## src/ict_gap_placeholder_none.sv

```systemverilog
// Intentionally empty: no further design units
`timescale 1ns/100ps

```

## src/ict_pkg.sv

```systemverilog
// Constants for the eight-bit input capture timer
package ict_pkg;

  // Register indices and their APB byte addresses (index times four)
  localparam logic [15:0] IDX_MODE     = 16'hffbc;
  localparam logic [15:0] IDX_CAPTURED = 16'hffbe;
  localparam int          ADDR_W       = 18;
  localparam logic [17:0] ADDR_MODE     = {IDX_MODE, 2'b00};
  localparam logic [17:0] ADDR_CAPTURED = {IDX_CAPTURED, 2'b00};

  // Mode register field positions
  localparam int BIT_OVF_HIGH  = 7;
  localparam int BIT_OVF_LOW   = 6;
  localparam int BIT_OVF_IE    = 5;
  localparam int BIT_IRQ_EDGE  = 4;
  localparam int BIT_CLR_HI    = 3;
  localparam int BIT_CLR_LO    = 2;
  localparam int BIT_CKS_HI    = 1;
  localparam int BIT_CKS_LO    = 0;

  // Reset values
  localparam logic [7:0] MODE_RESET     = 8'h00;
  localparam logic [7:0] CAPTURED_RESET = 8'h00;
  localparam logic [7:0] COUNTER_RESET  = 8'h00;

  // Counter clear selections
  localparam logic [1:0] CLR_NONE    = 2'h0;
  localparam logic [1:0] CLR_FALLING = 2'h1;
  localparam logic [1:0] CLR_RISING  = 2'h2;
  localparam logic [1:0] CLR_BOTH    = 2'h3;

  // Count clock selections and their divide ratios
  localparam logic [1:0] CKS_DIV64 = 2'h0;
  localparam logic [1:0] CKS_DIV32 = 2'h1;
  localparam logic [1:0] CKS_DIV16 = 2'h2;
  localparam logic [1:0] CKS_DIV4  = 2'h3;
  localparam int         DIV_64    = 64;
  localparam int         DIV_32    = 32;
  localparam int         DIV_16    = 16;
  localparam int         DIV_4     = 4;
  localparam int         PRE_W     = 6;

  localparam logic [7:0] COUNT_MAX = 8'hff;

endpackage

```

## src/ict_top.sv

```systemverilog
// Eight-bit input capture timer with APB register access
`timescale 1ns/100ps

// Overview of operation
// - The capture interrupt fires on a rising input edge when the edge select bit is 0 and on a falling edge when it is 1.
// - With the clear field at binary 10 the counter returns to zero on each rising input edge.
// - With both clock select bits zero the counter advances once every 64 system clocks.
// - The counter is an eight-bit up-counter on the selected count clock that software cannot read or write.
// - A rising input edge copies the current counter value into the captured count register.
// - The captured count is an eight-bit read-only register and writes leave it unchanged.
// - An overflow while the input is high sets the high-level overflow flag, zero meaning none seen.
// - An overflow while the input is low sets the low-level overflow flag, zero meaning none seen.
// - The overflow interrupt request is raised only while the overflow interrupt enable bit is 1.
module ict_top
(
  input  wire logic                       pclk,
  input  wire logic                       presetn,
  input  wire logic                       psel,
  input  wire logic                       penable,
  input  wire logic                       pwrite,
  input  wire logic [ict_pkg::ADDR_W-1:0] paddr,
  input  wire logic [31:0]                pwdata,
  input  wire logic [3:0]                 pstrb,
  output logic      [31:0]                prdata,
  output logic                            pready,
  output logic                            pslverr,
  input  wire logic                       capture_in,
  output logic                            capture_irq,
  output logic                            overflow_irq
);

  // Register state
  logic [7:0]               mode_r;
  logic [7:0]               mode_nxt;
  logic [7:0]               captured_r;
  logic [7:0]               captured_nxt;
  logic [7:0]               counter_r;
  logic [7:0]               counter_nxt;
  logic [ict_pkg::PRE_W-1:0] pre_r;
  logic [ict_pkg::PRE_W-1:0] pre_nxt;
  logic                     cap_prev_r;
  logic                     cap_prev_nxt;
  logic                     cap_irq_r;
  logic                     cap_irq_nxt;
  logic [31:0]              rdata_r;
  logic [31:0]              rdata_nxt;

  // Decoded control and events
  logic                     hit_mode;
  logic                     hit_captured;
  logic                     setup_ph;
  logic                     wr_mode;
  logic                     rise;
  logic                     fall;
  logic                     tick;
  logic                     clear_evt;
  logic                     overflow_evt;
  logic [1:0]               clr_sel;
  logic [1:0]               cks_sel;
  logic [ict_pkg::PRE_W-1:0] pre_mask;

  assign clr_sel = {mode_r[ict_pkg::BIT_CLR_HI], mode_r[ict_pkg::BIT_CLR_LO]};
  assign cks_sel = {mode_r[ict_pkg::BIT_CKS_HI], mode_r[ict_pkg::BIT_CKS_LO]};

  // APB decode; the slave never inserts wait states
  assign hit_mode     = (paddr == ict_pkg::ADDR_MODE);
  assign hit_captured = (paddr == ict_pkg::ADDR_CAPTURED);
  assign setup_ph     = psel && !penable;
  assign wr_mode      = psel && penable && pwrite && hit_mode && pstrb[0];
  assign pready       = 1'b1;
  assign pslverr      = psel && penable && !(hit_mode || hit_captured);
  assign prdata       = rdata_r;

  // Input is taken as synchronous, so one stage is enough for edges
  assign rise = capture_in && !cap_prev_r;
  assign fall = !capture_in && cap_prev_r;

  // Prescaler: a free-running divider sampled by a mask per ratio
  always_comb
  begin
    case (cks_sel)
      ict_pkg::CKS_DIV64:
        pre_mask = ict_pkg::PRE_W'(ict_pkg::DIV_64 - 1);
      ict_pkg::CKS_DIV32:
        pre_mask = ict_pkg::PRE_W'(ict_pkg::DIV_32 - 1);
      ict_pkg::CKS_DIV16:
        pre_mask = ict_pkg::PRE_W'(ict_pkg::DIV_16 - 1);
      ict_pkg::CKS_DIV4:
        pre_mask = ict_pkg::PRE_W'(ict_pkg::DIV_4 - 1);
      default:
        pre_mask = ict_pkg::PRE_W'(ict_pkg::DIV_64 - 1);
    endcase
  end

  assign tick = ((pre_r & pre_mask) == pre_mask);

  always_comb
  begin
    pre_nxt = pre_r + ict_pkg::PRE_W'(1);
  end

  // Counter clear on the selected input edge
  always_comb
  begin
    case (clr_sel)
      ict_pkg::CLR_NONE:
        clear_evt = 1'b0;
      ict_pkg::CLR_FALLING:
        clear_evt = fall;
      ict_pkg::CLR_RISING:
        clear_evt = rise;
      ict_pkg::CLR_BOTH:
        clear_evt = rise || fall;
      default:
        clear_evt = 1'b0;
    endcase
  end

  // A clear in the same cycle as a wrap suppresses the overflow
  assign overflow_evt = tick && !clear_evt &&
                        (counter_r == ict_pkg::COUNT_MAX);

  // Counter: no bus path reaches it
  always_comb
  begin
    counter_nxt = counter_r;
    if (clear_evt)
    begin
      counter_nxt = ict_pkg::COUNTER_RESET;
    end
    else if (tick)
    begin
      counter_nxt = counter_r + 8'h01;
    end
  end

  // Captured value: only a rising edge loads it, the bus never does
  always_comb
  begin
    captured_nxt = captured_r;
    if (rise)
    begin
      captured_nxt = counter_r;
    end
  end

  // Mode register; flags clear by writing 0, a hardware set wins
  always_comb
  begin
    mode_nxt = mode_r;
    if (wr_mode)
    begin
      mode_nxt[5:0] = pwdata[5:0];
      mode_nxt[ict_pkg::BIT_OVF_HIGH] = mode_r[ict_pkg::BIT_OVF_HIGH] &&
                                        pwdata[ict_pkg::BIT_OVF_HIGH];
      mode_nxt[ict_pkg::BIT_OVF_LOW]  = mode_r[ict_pkg::BIT_OVF_LOW] &&
                                        pwdata[ict_pkg::BIT_OVF_LOW];
    end
    if (overflow_evt && capture_in)
    begin
      mode_nxt[ict_pkg::BIT_OVF_HIGH] = 1'b1;
    end
    if (overflow_evt && !capture_in)
    begin
      mode_nxt[ict_pkg::BIT_OVF_LOW] = 1'b1;
    end
  end

  // Capture interrupt pulse on the selected edge
  always_comb
  begin
    cap_prev_nxt = capture_in;
    if (mode_r[ict_pkg::BIT_IRQ_EDGE])
    begin
      cap_irq_nxt = fall;
    end
    else
    begin
      cap_irq_nxt = rise;
    end
  end

  assign overflow_irq = mode_r[ict_pkg::BIT_OVF_IE] &&
                        (mode_r[ict_pkg::BIT_OVF_HIGH] ||
                         mode_r[ict_pkg::BIT_OVF_LOW]);
  assign capture_irq  = cap_irq_r;

  // Read data is latched in the setup cycle so it comes from a flop
  always_comb
  begin
    rdata_nxt = rdata_r;
    if (setup_ph && !pwrite)
    begin
      if (hit_mode)
      begin
        rdata_nxt = {24'h000000, mode_r};
      end
      else if (hit_captured)
      begin
        rdata_nxt = {24'h000000, captured_r};
      end
      else
      begin
        rdata_nxt = 32'h00000000;
      end
    end
  end

  // Prescaler runs free; mode writes never restart it
  always_ff @(posedge pclk or negedge presetn)
  begin
    if (!presetn)
    begin
      pre_r <= '0;
    end
    else
    begin
      pre_r <= pre_nxt;
    end
  end

  always_ff @(posedge pclk or negedge presetn)
  begin
    if (!presetn)
    begin
      counter_r <= ict_pkg::COUNTER_RESET;
    end
    else
    begin
      counter_r <= counter_nxt;
    end
  end

  always_ff @(posedge pclk or negedge presetn)
  begin
    if (!presetn)
    begin
      captured_r <= ict_pkg::CAPTURED_RESET;
    end
    else
    begin
      captured_r <= captured_nxt;
    end
  end

  // Flags and controls share one register
  always_ff @(posedge pclk or negedge presetn)
  begin
    if (!presetn)
    begin
      mode_r <= ict_pkg::MODE_RESET;
    end
    else
    begin
      mode_r <= mode_nxt;
    end
  end

  // Edge history and the interrupt pulse
  // Reset low matches the idle input, so no false edge
  always_ff @(posedge pclk or negedge presetn)
  begin
    if (!presetn)
    begin
      cap_prev_r <= 1'b0;
      cap_irq_r  <= 1'b0;
    end
    else
    begin
      cap_prev_r <= cap_prev_nxt;
      cap_irq_r  <= cap_irq_nxt;
    end
  end

  // Read data stays until the next read setup
  // Latching at setup costs a cycle of age but keeps prdata a flop
  always_ff @(posedge pclk or negedge presetn)
  begin
    if (!presetn)
    begin
      rdata_r <= 32'h00000000;
    end
    else
    begin
      rdata_r <= rdata_nxt;
    end
  end

endmodule

```

## config.mk

```make
export PLATFORM = sky130hd
export DESIGN_NAME = ict_top
export DESIGN_NICKNAME = d
export VERILOG_FILES = /design/src/ict_gap_placeholder_none.sv /design/src/ict_pkg.sv /design/src/ict_top.sv
export SDC_FILE = /design/constraint.sdc
export NUM_CORES = 1
export LEC_CHECK = 0
export ABC_CLOCK_PERIOD_IN_PS = 3900
export BUFFER_PORTS_ARGS = -buffer_cell sky130_fd_sc_hd__buf_4
export CORE_ASPECT_RATIO = 1.2
export CORE_MARGIN = 2
export CORE_UTILIZATION = 50
export CTS_BUF_LIST = sky130_fd_sc_hd__clkbuf_16
export CTS_CLUSTER_DIAMETER = 120
export DETAILED_ROUTE_END_ITERATION = 16
export PLACE_DENSITY = 0.85
export SETUP_SLACK_MARGIN = 0.15
export SLEW_MARGIN = 20
export SYNTH_ARGS = -nofsm -noshare
export SYNTH_HDL_FRONTEND = slang
export SYNTH_SLANG_ARGS = --single-unit
export TNS_END_PERCENT = 10
```

## constraint.sdc

```tcl
create_clock -name pclk -period 3.9 [get_ports pclk]
set_input_delay 1.17 -clock pclk [delete_from_list [all_inputs] [get_ports pclk]]
set_output_delay 1.17 -clock pclk [all_outputs]
set_load 0.005 [all_outputs]
```

==> run summary <==
* **setup tns final** 0 ns
* **Die H** 74.8 um
* **H-tree levels** 2
* **count of boundary I/O pins** 96
* **type of the setup path with the least slack** in2out
* **horizontal die dimension** 63.0 um
* **register area share after synthesis** 0.480
* **ant diodes** 0
* **CTS tree** built
* **Final Routed Wirelength** 3920 um
* **Worst-path clk slew** 0.06 ns
* **tightest slew margin relative to the limit** 0.497
* **Hold Fails Final Rpt** 0
* **number of warnings issued by yosys** 0
* **arrival time of the worst setup path** 2.06 ns
* **Sinks on Clock Net** 40
* **worst-margin pin slew** 0.749 ns
* **starting utilization of the core area** 0.525
* **Die Area** 0.00471 mm^2
* **Setup Fix Bufs, Post-CTS** 0
* **final worst setup slack** 0.672 ns
* **cell internal power dissipation** 0.745 mW
* **sequential fraction of design power** 0.450
* **Static Leak** 1.22 nW
* **clk_lat worst skew** 0.28 ns
* **total track usage** 0.181
* **Place WS** 0.669 ns
* **number of maximum-capacitance constraint violations** 0
* **Worst Path Max Fanout** 5
* **Post-Synthesis Cell Area** 0.00209 mm^2
* **combinational power share** 0.065
* **weighted congestion at the end of routability-driven global placement** 0.774
* **clock buffer count from CTS** 5
* **share of the synthesized area in the top cell type** 0.480
* **Synth Area per Inst** 11.0 um^2
* **final slew viol count** 0
* **average wire length per cell after detail routing** 13.6 um
* **setup repair after global routing missed its margin** false
* **CP Capture Type** output pin
* **post-detailed-route count of antenna-violating nets** 0
* **main flop type after synthesis** sky130_fd_sc_hd__dfrtp_1
* **Cell Pwr Density** 370 mW/mm^2
* **fraction of final layout cells sized beyond drive strength 1** 0.303
* **cts hold-fix bufs** 0
* **Starting DRT DRC Count** 60
* **worst-case clock buffer depth** 2
* **CTS root buffer** sky130_fd_sc_hd__clkbuf_16
* **core area** 0.00397 mm^2
* **Resized Gates After CTS** 0
* **leading post-synthesis cells by cell area** sky130_fd_sc_hd__dfrtp_1 48%, sky130_fd_sc_hd__buf_4 9.0%, sky130_fd_sc_hd__mux2_2 4.9%
* **final number of setup-violating endpoints** 0
* **Initial DRT Pass Iterations** 4
* **maximum number of pins on one net before global-route repair** 41
* **global route total overflow** 0
* **highest attainable clock frequency** 310 MHz
* **net switching share of the total power** 0.199
* **async set-or-reset flop fraction in the synthesized netlist** 1.00
* **Req. time, crit path** 2.73 ns
* **Port-buffer cells** 43
* **Post-synth EDFFs** 0
* **final clock period utilization by the worst path** 0.828
* **placement row count** 25
* **synthesized instance count** 190
* **cell taking the most area after synthesis** sky130_fd_sc_hd__dfrtp_1
* **Seq cells post-synth** 40
* **worst hold-check path type** reg2reg
* **remaining design rule violation count** 0
* **Critical Path Source Type** input pin
* **Vias** 1,473
* **global-route wire length before repair** 6620 um
* **worst supply voltage drop on vdd** 235 uV
* **Layout Skew** 0.00434 ns
* **net switching power of the design** 0.185 mW
* **min Tclk post-route** 3.23 ns
* **number of global-route vias before repair** 1,466
* **net total in the final layout** 297
* **synthesis-to-layout area growth** 20.4%
* **result of the run** finished, final reports clean
* **estimated wirelength of the detail-placed design** 2860 um
* **initial antenna violation count** 0
* **clock power share** 0.485
* **vias per inst** 5.11
* **synth unique cells** 35
final cells by class:
class,instances,area [um^2]
fillers,292,1460
flip-flops and latches,40,1000
multi-input cells,137,936
repair buffers,43,323
clock buffers,5,125
well taps,54,67.6
clock inverters,3,38.8
inverters,6,22.5
synthesized netlist by cell type, types with 2 or more instances:
cell,count
sky130_fd_sc_hd__nand2_1,12
sky130_fd_sc_hd__conb_1,2
sky130_fd_sc_hd__xnor2_1,3
sky130_fd_sc_hd__o21ai_0,4
sky130_fd_sc_hd__o41ai_1,2
sky130_fd_sc_hd__buf_4,25
sky130_fd_sc_hd__mux2i_1,9
sky130_fd_sc_hd__dfrtp_1,40
sky130_fd_sc_hd__o31ai_1,4
sky130_fd_sc_hd__mux2_2,9
sky130_fd_sc_hd__or4_1,3
sky130_fd_sc_hd__or2_2,2
sky130_fd_sc_hd__or3_1,6
sky130_fd_sc_hd__nand3b_1,2
sky130_fd_sc_hd__nand3_1,7
sky130_fd_sc_hd__nor2b_1,2
sky130_fd_sc_hd__ha_1,4
sky130_fd_sc_hd__inv_1,6
sky130_fd_sc_hd__clkbuf_1,4
sky130_fd_sc_hd__a21oi_1,5
sky130_fd_sc_hd__mux2_4,6
sky130_fd_sc_hd__nor2_1,6
sky130_fd_sc_hd__xor2_1,3
sky130_fd_sc_hd__o21ai_1,9
sky130_fd_sc_hd__nand4_1,5
layout by cell type (no fill, tap or decap), drive strengths merged, types with 3 or more instances in the layout:
cell	Yosys	routed
o31ai	4	4
buf	26	43
ha	4	4
dfrtp	40	40
nand2	12	12
conb	2	25
o21ai	13	13
or4	4	4
a21oi	5	5
nand3	7	7
nor2	6	6
xor2	3	3
nand4	5	5
inv	6	7
mux2	15	15
or3	7	7
mux2i	9	9
xnor2	3	3
clkbuf	4	5
state kept, by name (all words and copies together) (netlist names):
register,cells
cap_prev_r,1
captured_r,8
prdata,8
capture_irq,1
counter_r,8
pre_r,6
mode_r,8
path summary, 6_finish.rpt:
path / from / to / slack [ns] / cells after the start
max reg2reg: cap_prev_r / mode_r[7] / 2.04 / 5
max in group asynchronous: presetn / captured_r[7] / 2.70 / 1
min in group asynchronous: presetn / mode_r[4] / 0.86 / 1
min: pre_r[0] / pre_r[0] / 0.47 / 1
min reg2reg: pre_r[0] / pre_r[0] / 0.47 / 1
max: paddr[1] / pslverr / 0.67 / 6
critical path: stages:
cell and delay (ns):
sky130_fd_sc_hd__buf_4 0.11, sky130_fd_sc_hd__nor4b_2 0.25, sky130_fd_sc_hd__nand3b_1 0.20, sky130_fd_sc_hd__nor2_1 0.15, sky130_fd_sc_hd__nor2_1 0.05, sky130_fd_sc_hd__buf_4 0.13
cells by family (layout without fill, tap and decap cells):
| kind of cell | count (synthesis) | count (layout) | share of synthesized area |
|---|---|---|---|
| compound gates | 29 | 29 | 0.0863 |
| fa+ha+maj | 4 | 4 | 0.0240 |
| mux | 24 | 24 | 0.135 |
| xor+xnor | 6 | 6 | 0.0252 |
| simple gates | 49 | 49 | 0.133 |
| flops | 40 | 40 | 0.480 |
| buf+inv | 36 | 57 | 0.113 |
| other cells | 2 | 25 | 0.00360 |
per-stage QoR:
stage | util | hold WS, ns | cell area, um^2 | power, mW | instances
6_report | 0.633 | 0.469 | 2510 | 0.930 | 288
5_1_grt | 0.633 | 0.498 | 2510 | 0.960 | 288
4_1_cts | 0.633 | 0.475 | 2510 | 0.937 | 288
3_5_place_dp | 0.591 | 0.463 | 2350 | 0.486 | 280
3_3_place_gp | 0.591 | 0.465 | 2350 | 0.485 | 280
2_1_floorplan | - | 0.442 | 2170 | 0.465 | 213
metal layers:
metal  routed length [um]  global-route usage  vias up
li1                     -                   -      705
met1                 1600               0.202      718
met2                 2070               0.337       39
met3                  142              0.0329       11
met4                  114              0.0889        0
met5                    0                   0        -
power by group through the flow:
stage / Sequential, mW / Combinational (mW) / Clock [mW]
floorplan: 0.426 / 0.0394 / 0
global placement: 0.426 / 0.0588 / 0
detailed placement: 0.426 / 0.0603 / 0
CTS: 0.419 / 0.0608 / 0.458
global route: 0.419 / 0.0678 / 0.474
finish: 0.419 / 0.0606 / 0.451
Power figures use the tool's default switching activity.
